## config.mk

```make
export PLATFORM = sky130hd
export DESIGN_NAME = uart_mode_status_irq_ctrl
export DESIGN_NICKNAME = d
export VERILOG_FILES = /design/src/rtl/uart_ctl_pkg.sv /design/src/rtl/uart_mode_status_irq_ctrl.sv
export SDC_FILE = /design/constraint.sdc
export NUM_CORES = 1
export LEC_CHECK = 0
export BUFFER_PORTS_ARGS = -buffer_cell sky130_fd_sc_hd__buf_2
export CORE_ASPECT_RATIO = 0.5
export CORE_UTILIZATION = 40
export CTS_CLUSTER_SIZE = 8
export DETAILED_ROUTE_END_ITERATION = 8
export GPL_ROUTABILITY_DRIVEN = 1
export PLACE_DENSITY = 0.68
export SLEW_MARGIN = 20
export SYNTH_ARGS = -nofsm -noshare
export SYNTH_HDL_FRONTEND = slang
export SYNTH_SLANG_ARGS = --single-unit
```

## constraint.sdc

```tcl
create_clock -name pclk -period 2.05 [get_ports pclk]
set_clock_uncertainty 0.2 [all_clocks]
set_input_delay 0 -clock pclk [delete_from_list [all_inputs] [get_ports pclk]]
set_output_delay 0 -clock pclk [all_outputs]
set_load 0.05 [all_outputs]
```

## src/rtl/uart_ctl_pkg.sv

```systemverilog
// Register map, field positions and constants of the serial port control block
`default_nettype none
package uart_ctl_pkg;
  localparam logic [7:0] OFS_MODE = 8'h00;
  localparam logic [7:0] OFS_STAT = 8'h04;
  localparam logic [7:0] OFS_ICTL = 8'h08;
  localparam logic [7:0] OFS_TXBUF = 8'h0C;
  localparam logic [7:0] OFS_RXBUF = 8'h10;
  // mode_select_one fields
  localparam int MD_ATN = 1;
  localparam int MD_BRK = 2;
  localparam int MD_TXDMA = 4;
  localparam int MD_RXDMA = 5;
  localparam int MD_FCE = 6;
  localparam int MD_RTS = 7;
  localparam logic [7:0] MODE_WMASK = 8'hF6;
  localparam logic [7:0] MODE_RESET = 8'h00;
  // line_status fields
  localparam int ST_PE = 1;
  localparam int ST_FE = 2;
  localparam int ST_OE = 3;
  localparam int ST_ERR = 4;
  localparam int ST_BKD = 5;
  localparam int ST_RB9 = 6;
  localparam int ST_TIP = 7;
  localparam logic [7:0] STAT_RESET = 8'h00;
  // interrupt_control fields
  localparam int IC_TBE = 0;
  localparam int IC_RBF = 1;
  localparam int IC_FCI = 2;
  localparam int IC_TXI = 3;
  localparam int IC_RXI = 4;
  localparam int IC_EEI = 5;
  localparam int IC_DCTS = 6;
  localparam int IC_CTS = 7;
  localparam logic [3:0] ICTL_EN_RESET = 4'h0;
  localparam logic [7:0] ICTL_RESET = 8'h01;
  // Bit times the line must stay low after a missing stop bit
  localparam int BREAK_BITS = 10;
endpackage : uart_ctl_pkg
`default_nettype wire

```

## src/rtl/uart_mode_status_irq_ctrl.sv

```systemverilog
// Mode, status and interrupt control registers of an asynchronous serial port
// Behaviour
// - Address frame clears attention mode bit
// - Receive DMA suppresses receive full interrupt
// - Ready-to-send output is inverted control bit
// - Status register read-only, writes ignored
// - Transmit in progress follows shifting activity
// - Parity error set, cleared by status read
// - Framing error set, cleared by status read
// - Overrun set, cleared by status read
// - Error summary is OR of three errors
// - Break after ten low bit times
// - Break clears only once line is high
// - Ninth received bit captured in status
// - Interrupt control resets to one, mixed access
// - Buffer empty set on load, cleared by write
// - Buffer full set on frame, cleared by read
// - Clear-to-send change flag, cleared by read
// - Clear-to-send state is inverted input
// - Flow interrupt on change flag rising
// - Transmit interrupt on empty flag rising
// - Receive interrupt on full flag rising
// - Error interrupt on summary flag rising
`default_nettype none
module uart_mode_status_irq_ctrl
  import uart_ctl_pkg::*;
(
  input wire logic pclk,
  input wire logic presetn,
  input wire logic psel,
  input wire logic penable,
  input wire logic pwrite,
  input wire logic [7:0] paddr,
  input wire logic [31:0] pwdata,
  input wire logic [3:0] pstrb,
  output logic [31:0] prdata,
  output logic pready,
  output logic pslverr,
  input wire logic rxd_pin,
  input wire logic cts_n_pin,
  input wire logic tx_serial,
  input wire logic tx_busy,
  input wire logic tx_load,
  input wire logic rx_done,
  input wire logic [8:0] rx_data,
  input wire logic rx_parity_bad,
  input wire logic rx_stop_bad,
  input wire logic nine_bit_mode,
  input wire logic bit_tick,
  output logic txd_out,
  output logic rts_n_out,
  output logic tx_enable,
  output logic [7:0] tx_data,
  output logic tx_dma_req,
  output logic rx_dma_req,
  output logic tx_irq,
  output logic rx_irq,
  output logic rx_err_irq,
  output logic flow_irq
);
  import uart_ctl_pkg::*;

  ////////////////////////////////////////////////////////////////////////////
  logic [7:0] mode_reg;
  logic [3:0] ien_reg;
  logic pe_reg, fe_reg, oe_reg, bkd_reg, rb9_reg, tip_reg;
  logic tbe_reg, rbf_reg, dcts_reg;
  logic [7:0] rxbuf_reg;
  logic [7:0] rd_snap_reg;
  logic [1:0] rxd_sync_reg, cts_sync_reg;
  logic cts_prev_reg;
  logic [3:0] brk_cnt_reg;
  logic brk_arm_reg, brk_clr_pend_reg;
  logic err_prev_reg, tbe_prev_reg, rbf_prev_reg, dcts_prev_reg;
  logic rxd_s, cts_state, err_sum;
  logic setup, access, wr, rd, mapped;
  logic [7:0] stat_val, ictl_val, rd_val;

  assign rxd_s = rxd_sync_reg[1];
  assign cts_state = ~cts_sync_reg[1];
  assign err_sum = pe_reg | fe_reg | oe_reg;
  assign setup = psel & ~penable;
  assign access = psel & penable;
  assign wr = access & pwrite & pstrb[0];
  assign rd = access & ~pwrite;
  assign mapped = paddr == OFS_MODE || paddr == OFS_STAT || paddr == OFS_ICTL ||
                  paddr == OFS_TXBUF || paddr == OFS_RXBUF;

  always_comb begin
    stat_val = STAT_RESET;
    stat_val[ST_PE] = pe_reg;
    stat_val[ST_FE] = fe_reg;
    stat_val[ST_OE] = oe_reg;
    stat_val[ST_ERR] = err_sum;
    stat_val[ST_BKD] = bkd_reg;
    stat_val[ST_RB9] = rb9_reg;
    stat_val[ST_TIP] = tip_reg;
    ictl_val = {cts_state, dcts_reg, ien_reg, rbf_reg, tbe_reg};
    case (paddr)
      OFS_MODE: rd_val = mode_reg;
      OFS_STAT: rd_val = stat_val;
      OFS_ICTL: rd_val = ictl_val;
      OFS_RXBUF: rd_val = rxbuf_reg;
      default: rd_val = 8'h00;
    endcase
  end

  ////////////////////////////////////////////////////////////////////////////
  // APB slave: data is latched in setup, so every access ends in one wait-free
  // access phase. Status read-to-clear only drops bits that the snapshot showed; a receive buffer read clears rbf_reg unless rx_done comes in the same cycle.
  always_ff @(posedge pclk or negedge presetn) begin
    if (!presetn) begin
      prdata <= 32'h0000_0000;
      pready <= 1'b0;
      pslverr <= 1'b0;
      rd_snap_reg <= 8'h00;
    end else begin
      pready <= 1'b1;
      if (setup) begin
        prdata <= {24'h00_0000, rd_val};
        rd_snap_reg <= rd_val;
        pslverr <= ~mapped;
      end
    end
  end

  ////////////////////////////////////////////////////////////////////////////
  // Pin synchronisers
  always_ff @(posedge pclk or negedge presetn) begin
    if (!presetn) begin
      rxd_sync_reg <= 2'b11;
      cts_sync_reg <= 2'b11;
      cts_prev_reg <= 1'b1;
    end else begin
      rxd_sync_reg <= {rxd_sync_reg[0], rxd_pin};
      cts_sync_reg <= {cts_sync_reg[0], cts_n_pin};
      cts_prev_reg <= cts_sync_reg[1];
    end
  end

  ////////////////////////////////////////////////////////////////////////////
  // Mode register; a software write wins over the attention auto-clear
  always_ff @(posedge pclk or negedge presetn) begin
    if (!presetn) begin
      mode_reg <= MODE_RESET;
    end else if (wr && paddr == OFS_MODE) begin
      mode_reg <= pwdata[7:0] & MODE_WMASK;
    end else if (rx_done && nine_bit_mode && rx_data[8]) begin
      mode_reg[MD_ATN] <= 1'b0;
    end
  end

  // Pin drivers and transmitter hand-offs
  always_ff @(posedge pclk or negedge presetn) begin
    if (!presetn) begin
      txd_out <= 1'b1;
      rts_n_out <= 1'b1;
      tx_enable <= 1'b1;
      tx_dma_req <= 1'b0;
      rx_dma_req <= 1'b0;
      tip_reg <= 1'b0;
    end else begin
      txd_out <= mode_reg[MD_BRK] ? 1'b0 : tx_serial;
      rts_n_out <= ~mode_reg[MD_RTS];
      tx_enable <= ~mode_reg[MD_FCE] | cts_state;
      tx_dma_req <= mode_reg[MD_TXDMA] & tbe_reg;
      rx_dma_req <= mode_reg[MD_RXDMA] & rbf_reg;
      tip_reg <= tx_busy;
    end
  end

  ////////////////////////////////////////////////////////////////////////////
  // Interrupt enables; status bits of this register ignore writes
  always_ff @(posedge pclk or negedge presetn) begin
    if (!presetn) begin
      ien_reg <= ICTL_EN_RESET;
    end else if (wr && paddr == OFS_ICTL) begin
      ien_reg <= pwdata[IC_EEI:IC_FCI];
    end
  end

  // Buffers and their flags; hardware set wins over the clearing access
  always_ff @(posedge pclk or negedge presetn) begin
    if (!presetn) begin
      tbe_reg <= ICTL_RESET[IC_TBE];
      rbf_reg <= 1'b0;
      tx_data <= 8'h00;
      rxbuf_reg <= 8'h00;
      rb9_reg <= 1'b0;
    end else begin
      if (wr && paddr == OFS_TXBUF) begin
        tx_data <= pwdata[7:0];
      end
      if (tx_load) begin
        tbe_reg <= 1'b1;
      end else if (wr && paddr == OFS_TXBUF) begin
        tbe_reg <= 1'b0;
      end
      if (rx_done) begin
        rbf_reg <= 1'b1;
        rxbuf_reg <= rx_data[7:0];
        rb9_reg <= nine_bit_mode & rx_data[8];
      end else if (rd && paddr == OFS_RXBUF) begin
        rbf_reg <= 1'b0;
      end
    end
  end

  ////////////////////////////////////////////////////////////////////////////
  // Error flags; writes to the status offset touch nothing
  always_ff @(posedge pclk or negedge presetn) begin
    if (!presetn) begin
      pe_reg <= 1'b0;
      fe_reg <= 1'b0;
      oe_reg <= 1'b0;
    end else begin
      if (rx_done && rx_parity_bad) begin
        pe_reg <= 1'b1;
      end else if (rd && paddr == OFS_STAT && rd_snap_reg[ST_PE]) begin
        pe_reg <= 1'b0;
      end
      if (rx_done && rx_stop_bad) begin
        fe_reg <= 1'b1;
      end else if (rd && paddr == OFS_STAT && rd_snap_reg[ST_FE]) begin
        fe_reg <= 1'b0;
      end
      if (rx_done && rbf_reg && !(rd && paddr == OFS_RXBUF)) begin
        oe_reg <= 1'b1;
      end else if (rd && paddr == OFS_STAT && rd_snap_reg[ST_OE]) begin
        oe_reg <= 1'b0;
      end
    end
  end

  ////////////////////////////////////////////////////////////////////////////
  // Break detection counts bit ticks of low line after a missing stop bit
  always_ff @(posedge pclk or negedge presetn) begin
    if (!presetn) begin
      brk_arm_reg <= 1'b0;
      brk_cnt_reg <= 4'h0;
      bkd_reg <= 1'b0;
      brk_clr_pend_reg <= 1'b0;
    end else begin
      if (rx_done && rx_stop_bad) begin
        brk_arm_reg <= 1'b1;
        brk_cnt_reg <= 4'h0;
      end else if (rxd_s) begin
        brk_arm_reg <= 1'b0;
      end else if (brk_arm_reg && bit_tick) begin
        if (brk_cnt_reg == 4'(BREAK_BITS - 1)) begin
          bkd_reg <= 1'b1;
          brk_arm_reg <= 1'b0;
        end
        brk_cnt_reg <= brk_cnt_reg + 4'h1;
      end
      if (rd && paddr == OFS_STAT && rd_snap_reg[ST_BKD]) begin
        brk_clr_pend_reg <= 1'b1;
      end
      if (bkd_reg && rxd_s && (brk_clr_pend_reg || (rd && paddr == OFS_STAT && rd_snap_reg[ST_BKD]))) begin
        bkd_reg <= 1'b0;
        brk_clr_pend_reg <= 1'b0;
      end
    end
  end

  ////////////////////////////////////////////////////////////////////////////
  // Clear-to-send change flag; a fresh edge wins over the clearing read
  always_ff @(posedge pclk or negedge presetn) begin
    if (!presetn) begin
      dcts_reg <= 1'b0;
    end else if (cts_prev_reg != cts_sync_reg[1]) begin
      dcts_reg <= 1'b1;
    end else if (rd && paddr == OFS_ICTL && rd_snap_reg[IC_DCTS]) begin
      dcts_reg <= 1'b0;
    end
  end

  ////////////////////////////////////////////////////////////////////////////
  // Interrupt pulses on the rising edge of each flag
  always_ff @(posedge pclk or negedge presetn) begin
    if (!presetn) begin
      err_prev_reg <= 1'b0;
      tbe_prev_reg <= ICTL_RESET[IC_TBE];
      rbf_prev_reg <= 1'b0;
      dcts_prev_reg <= 1'b0;
      tx_irq <= 1'b0;
      rx_irq <= 1'b0;
      rx_err_irq <= 1'b0;
      flow_irq <= 1'b0;
    end else begin
      err_prev_reg <= err_sum;
      tbe_prev_reg <= tbe_reg;
      rbf_prev_reg <= rbf_reg;
      dcts_prev_reg <= dcts_reg;
      flow_irq <= ien_reg[0] & dcts_reg & ~dcts_prev_reg;
      tx_irq <= ien_reg[1] & ~mode_reg[MD_TXDMA] & tbe_reg & ~tbe_prev_reg;
      rx_irq <= ien_reg[2] & ~mode_reg[MD_RXDMA] & rbf_reg & ~rbf_prev_reg;
      rx_err_irq <= ien_reg[3] & err_sum & ~err_prev_reg;
    end
  end
endmodule // uart_mode_status_irq_ctrl
`default_nettype wire

```

==> results of run 1 <==
-- final cells by class --
type	instances	area, µm²
Inverter	7	26.3
Sequential cell	69	1740
Timing Repair Buffer	120	868
Clock inverter	7	114
Multi-Input combinational cell	163	1140
Clock buffer	9	225
Fill cell	604	3120
Tap cell	96	120
-- metal layers --
| metal | track usage | wire (µm) | vias to the layer above |
|---|---|---|---|
| met3 | 0.0552 | 336 | 9 |
| met4 | 0.0716 | 99 | 0 |
| met1 | 0.251 | 3150 | 1156 |
| met2 | 0.314 | 3500 | 77 |
| met5 | 0 | 0 | - |
| li1 | - | - | 1062 |
-- placed cells by master, fill, tap and decap left out, types with 3 or more instances in the layout --
cell	n
a21oi_1	3
inv_1	7
conb_1	25
dfstp_2	10
dfrtp_1	59
bufinv_16	3
clkinv_2	3
mux2i_1	7
nor2b_1	4
xor2_1	3
buf_2	67
and2_1	5
mux2_2	25
dlygate4sd3_1	44
o2bb2ai_1	3
nand3_1	6
a21o_1	3
nand2_1	12
o21ai_0	5
buf_4	7
nor2_1	20
a221oi_1	4
clkbuf_16	9
-- through the flow --
step	std cells	total power (W)	util	setup WS (ns)	TNS, ns
after floorplan	273	0.00176	-	0.166	0
after global placement	411	0.00184	0.470	-0.00299	-0.0180
after detailed placement	411	0.00185	0.470	-0.0411	-0.392
after CTS	471	0.00366	0.576	0.172	0
after global routing	471	0.00377	0.576	0.0653	0
final	471	0.00364	0.576	0.158	0
-- worst min-delay path: cells and delay by family --
family | cells | cell delay [ns]
buffers and inverters | 3 | 0.95
-- cell families after synthesis --
group | count (synthesis) | share of synthesized area
and+or+nand+nor | 67 | 0.128
adders and majority gates | 3 | 0.0115
muxes | 32 | 0.115
xor gates and xnor gates | 4 | 0.0115
DFF | 69 | 0.571
buffers and inverters | 41 | 0.0830
AOI/OAI and AO/OA | 32 | 0.0764
other | 2 | 0.00247
-- timing repair --
| action | 4_1_cts | 5_1_grt |
|---|---|---|
| setup buffers | 0 | 0 |
| hold endpoints to repair | 119 | 0 |
| hold buffers | 44 | 0 |
-- power breakdown --
part	leakage [nW]	internal (W)	switching, W	total, W
Sequential	0.845	0.00142	0.0000345	0.00145
Clock	0.169	0.00118	0.000553	0.00173
Combinational	1.05	0.000164	0.000289	0.000453
Total	2.06	0.00276	0.000876	0.00364
-- how the worst min path moves through the flow --
stage              from        endpoint  slack [ns]  cells after the start
5_1_grt        paddr[3]         pslverr        0.04                      3
4_1_cts        paddr[3]         pslverr       0.006                      3
3_5_place_dp    presetn  brk_cnt_reg[1]       -0.15                      2
6_report        presetn  brk_cnt_reg[0]        0.03                      3
2_1_floorplan   presetn         bkd_reg       -0.50                      0
3_3_place_gp    presetn  brk_cnt_reg[1]       -0.16                      2
==> metrics.md, run 1 <==
| Metric | Value |
|---|---|
| Status | complete, but fails checks |
| Violated checks | design-rule violations |
| Cell variety after synth | 48 |
| Final WL | 7.09 mm |
| Clock tree root buffer cell | clkbuf_16 |
| Total Routing Usage GR | 0.194 |
| CP Depth | 7 |
| H-tree depth | 3 |
| Min Tclk post-route | 1.89 ns |
| Yosys reg bits | 69 |
| Ant diodes | 0 |
| Share of layout cells above drive strength 1 | 0.352 |
| Area share of the largest cell type after synthesis | 0.485 |
| Initial antenna violation count | 0 |
| Post-synthesis cell type with the largest combined area | dfrtp_1 |
| RSZ-0062 raised after global routing | no |
| Worst r2r src | pe_reg |
| Type of origin of the critical path | input port |
| Worst-Skew Late Latency | 0.32 ns |
| Drt wl/cell | 15.1 µm |
| Final HPWL DP | 4.69 mm |
| Max-cap violations | 0 |
| Crit path from | psel |
| Arrival @ worst endpoint | 1.90 ns |
| Flop2flop setup slack | 0.50 ns |
| Final setup viols | 0 |
| Clock-pin slew on the worst setup and hold paths | 0.06 ns |
| First-pass GRT wire length | 11.8 mm |
| Gr ovfl total | 0 |
| Core box area | 7350 µm² |
| Pwr/cell area | 860 nW/µm² |
| Max IR drop VDD | 0.000449 V |
| CTS sink count | 69 |
| Post-synth EDFFs | 0 |
| Asr flop ratio synth | 1.00 |
| Final Hold Fails | 0 |
| DRT antenna net count | 0 |
| Die H | 63.7 µm |
| Vias per inst | 4.89 |
| Max Buffers Root-to-Sink | 2 |
| Number of global-route vias before repair | 2379 |
| Violation count after the first detailed-route iteration | 127 |
| Worst Path Required | 2.06 ns |
| Area delta synth->final | 39.0% |
| Reg2reg end | prdata[4] |
| Clock buffer count from CTS | 9 |
| Top delay family on crit path | buffers and inverters |
| Pin count of the biggest net entering global routing | 70 |
| CP Buf/Inv Count | 3 |
| Num rows | 22 |
| Ys Warns | 0 |
| Ranking of synthesized cells by area | dfrtp_1 (48%), mux2_2 (9.2%), dfstp_2 (8.6%), buf_4 (5.9%), nor2_1 (2.5%) |
| Critical Path, Cell by Cell | dlygate4sd3_1 > buf_2 > nand2_1 > nor4_4 > buf_4 > and2_1 > mux2_2 |
| Critical Path Fanout Max | 4 |
| Top_reg_cell synth | dfrtp_1 |
| Via Count | 2304 |
| Starting Density | 0.414 |
| Design Area, Final | 4230 µm² |
| Lkg Pwr | 2.06 nW |
| Synthesized cell area | 3040 µm² |
| Count leader, synth | dfrtp_1 |
| Sequential share of the synthesized area | 0.571 |
| CTS tree | yes |
| Cells after synthesis | 250 |
| Slowest CP cell | dlygate4sd3_1 |
| GPL Wtd Cong | 0.827 |
| Die X | 125 µm |
| Hold slack | 0.0312 ns |
| Reg2Reg Depth | 3 |
| Placed cell areas | 3450 µm² |
| Port-buffer cells | 67 |
| F_max | 0.529 GHz |
| Hold Crit Class | input port to async pin |
| CP Capture Type | register |
| Avg Cell Area, Syn | 12.2 µm² |
| Slowest stage delay, CP | 0.53 ns |
| Nets | 440 |
| Ports | 119 |
| PostCTS Resize Cnt | 0 |
| DRC viols | 9 |
| Die Footprint | 7980 µm² |
| Crit path kind | input port to register |
| Pre-Repair DR Iteration Count | 7 |
| Commonest cells post-synth | dfrtp_1 (59), mux2_2 (25), buf_4 (24) |
| Period Utilization, post-route | 0.923 |
| CP endpoint | ien_reg[2] |
| Final Max Slew Viols | 0 |
Note: power is estimated with default switching activity, not from simulation.
==> run 2, diff against run 1 <==
Settings changed: ABC_AREA set to 1, PLACE_DENSITY 0.68 to 0.67.
==> run 2 against run 1 <==
Effect of this change: the flow finishes with violations (negative hold slack); flip-flop and latch count did not move; maximum frequency fell by 5.5%; power fell by 8.2%; clock-buffer cell count rose by 2.
==> metrics.md, run 2 <==
| Metric | Value |
|---|---|
| Clock tree root buffer cell | clkbuf_16 |
| Worst Path Required | 2.06 ns (about the same) |
| First-pass GRT wire length | 12.2 mm (+3.4%) |
| Number of global-route vias before repair | 2567 (+7.9%) |
| DRC viols | 0 (-9) |
| CTS sink count | 69 (unchanged) |
| Commonest cells after routing, fill and taps aside | nand2_1 (112), buf_2 (66), dfrtp_1 (59) |
| Post-synth EDFFs | 0 (unchanged) |
| Die H | 65.2 µm (+2.3%) |
| Seq pwr share | 0.432 (+0.033) |
| Nets | 554 (+26%) |
| Share of layout cells above drive strength 1 | 0.260 (-0.0923) |
| Gr busiest metal | met2 |
| Min Tclk post-route | 2.00 ns (+0.109 ns) |
| M3 GR Usage | 0.0611 (+0.00585) |
| Port-buffer cells | 67 (unchanged) |
| Violated checks | negative hold slack |
| Area share of the largest cell type after synthesis | 0.463 (-0.0223) |
| Core box area | 7510 µm² (+2.2%) |
| Top_reg_cell synth | dfrtp_1 |
| Ant diodes | 0 (unchanged) |
| Clock power share | 0.449 (-0.028) |
| Comb power frac | 0.119 (-0.005) |
| Net Sw Frac | 0.244 (+0.00384) |
| Setup TNS | 0 ns (unchanged) |
| Max Buffers Root-to-Sink | 2 (unchanged) |
| Reg area | 1740 µm² (unchanged) |
| Cell variety after synth | 32 (-33%) |
| Clock buffer count from CTS | 9 (unchanged) |
| Yosys reg bits | 69 (unchanged) |
| Sequential share of the synthesized area | 0.545 (-0.0262) |
| Global routing usage on met1 | 0.250 (-0.000813) |
| Num rows | 22 (unchanged) |
| Die X | 128 µm (+2.3%) |
| Starting Density | 0.425 (+0.0104) |
| Avg Cell Area, Syn | 8.99 µm² (-26%) |
| Area delta synth->final | 38.0% |
| CP Capture Type | register |
| Cells after synthesis | 355 (+42%) |
| Ys Warns | 0 (unchanged) |
| Final Hold Fails | 8 (+8) |
| Switch Pwr | 0.000816 W (-6.8%) |
| Hold Crit Class | input port to async pin |
| Die Footprint | 8360 µm² (+4.7%) |
| Max-cap violations | 0 (unchanged) |
| Violation count after the first detailed-route iteration | 144 (+13%) |
| Post-synthesis cell type with the largest combined area | dfrtp_1 |
| Final setup viols | 0 (unchanged) |
| GPL Wtd Cong | 0.804 (-2.8%) |
| Ports | 119 (unchanged) |
| Status | complete, but fails checks |
| Synthesized cell area | 3190 µm² (+4.8%) |
| Clock-pin slew on the worst setup and hold paths | 0.05 ns (about the same) |
| Final HPWL DP | 4.65 mm (-0.93%) |
| Asr flop ratio synth | 1.00 (unchanged) |
| Hold slack | -0.0175 ns (-0.0487 ns) |
| Final Max Slew Viols | 0 (unchanged) |
| Gr ovfl total | 0 (unchanged) |
| Worst-Skew Late Latency | 0.33 ns (about the same) |
| Count leader, synth | nand2_1 |
| Pint | 0.00252 W (-8.7%) |
| CTS tree | yes |
| Pwr/cell area | 759 nW/µm² (-12%) |
| Drt wl/cell | 12.3 µm (-19%) |
| Lkg Pwr | 2.28 nW (+11%) |
| Period Utilization, post-route | 0.976 (+0.0533) |
| Critical Path Fanout Max | 13 (+9) |
| Via Count | 2667 (+16%) |
| DRT antenna net count | 0 (unchanged) |
| Vias per inst | 4.47 (-8.7%) |
| Met2 GRT Util | 0.317 (+0.00265) |
| H-tree depth | 3 (unchanged) |
| Pin count of the biggest net entering global routing | 70 (unchanged) |
| Commonest cells post-synth | nand2_1 (112), dfrtp_1 (59), inv_1 (34) |
| Arrival @ worst endpoint | 2.01 ns (+0.11 ns) |
| Crit path kind | input port to register |
| Max IR drop VDD | 0.000501 V (+11%) |
| Filler Cell Count | 629 (+4.1%) |
| Area of the multi-input gates | 1170 µm² (+3.2%) |
| Commonest non-fill, non-tap cell in the layout | nand2_1 |
| Pre-Repair DR Iteration Count | 4 (-3) |
| Total Routing Usage GR | 0.196 (+0.00140) |
| Pwr Total | 0.00334 W (-8.2%) |
| F_max | 0.500 GHz (-5.5%) |
| Initial antenna violation count | 0 (unchanged) |
| Ranking of synthesized cells by area | dfrtp_1 (46%), nand2_1 (13%), dfstp_2 (8.2%), buf_4 (5.6%), nand3_1 (4.1%) |
| Final WL | 7.32 mm (+3.2%) |
| Type of origin of the critical path | input port |
## run 2: changes by cell type in the layout (fill, tap and decap cells not counted), moves of 7 or more
cell / before / now
nand3_1: 6 / 26
dlygate4sd3_1: 44 / 55
nor2_1: 20 / 12
mux2_2: 25 / 0
o21ai_2: 0 / 13
o21ai_0: 5 / 13
inv_1: 7 / 34
o21ai_1: 0 / 7
nand2_1: 12 / 112
## run 2: metrics by stage
| step | hold WS (ns) | utilization | cells | area, µm² | worst slack, ns |
|---|---|---|---|---|---|
| floorplan | -0.496 | - | 378 | 3280 | 0.807 |
| global placement | -0.152 | 0.473 | 526 | 3550 | 0.682 |
| detailed placement | -0.151 | 0.473 | 526 | 3550 | 0.633 |
| CTS | 0.00137 | 0.585 | 597 | 4400 | 0.125 |
| global route | 0.0440 | 0.586 | 597 | 4400 | -0.00529 |
| finish | -0.0175 | 0.586 | 597 | 4400 | 0.0489 |
## run 2: power by group through the flow
| stage | clock, W | combinational, W | sequential [W] |
|---|---|---|---|
| global route | 0.00160 | 0.000436 | 0.00145 |
| CTS | 0.00153 | 0.000393 | 0.00144 |
| finish | 0.00150 | 0.000398 | 0.00144 |
| detailed placement | 0 | 0.000310 | 0.00146 |
| global placement | 0 | 0.000306 | 0.00146 |
| floorplan | 0 | 0.000228 | 0.00148 |
## run 2: layer usage
metal  vias up  share of wire
li1       1327              -
met1      1233           0.45
met2        90           0.47
met3        17          0.061
met4         0          0.023
met5         -              0
## run 2: area by class of cell
cell class / instances / share of cell area
clock buffer: 11 / 0.0551
sequential: 69 / 0.395
inverter: 38 / 0.0330
multi-input combinational: 242 / 0.267
clock inverter: 5 / 0.0114
timing repair buffer: 124 / 0.208
tap: 108 / 0.0307
## run 2: worst paths after layout
path | from | endpoint | slack, ns | depth (start not counted)
setup reg to reg | rxd_sync_reg[1] | brk_cnt_reg[0] | 0.36 | 4
hold reg to reg | cts_sync_reg[0] | cts_sync_reg[1] | 0.15 | 0
hold / removal | presetn | brk_cnt_reg[1] | -0.02 | 3
max in group asynchronous | presetn | rxd_sync_reg[0] | 1.29 | 3
min in group pclk | paddr[0] | brk_clr_pend_reg | -0.01 | 6
setup / recovery | rx_done | rxbuf_reg[0] | 0.05 | 6
## run 2: critical path: stages
cell,delay (ns)
dlygate4sd3_1,0.54
clkbuf_4,0.20
nand2_1,0.07
dlygate4sd3_1,0.53
o21ai_0,0.09
dlygate4sd3_1,0.58
## run 2: repair_timing
action	in CTS	in global routing
endpoints found under the hold margin	122	0
resized for setup	0	3
buffers inserted	0	0
endpoints found under the setup margin	0	2
hold buffers	55	0
## run 2: kinds of logic after synthesis
group | synth area share
other | 0.00235
AO/OA/AOI/OAI | 0.0835
adder cells (fa/ha/maj) | 0.00784
XOR/XNOR | 0.00275
flip-flops | 0.545
buffers and inverters | 0.115
multiplexers | 0.00314
AND/OR/NAND/NOR | 0.240
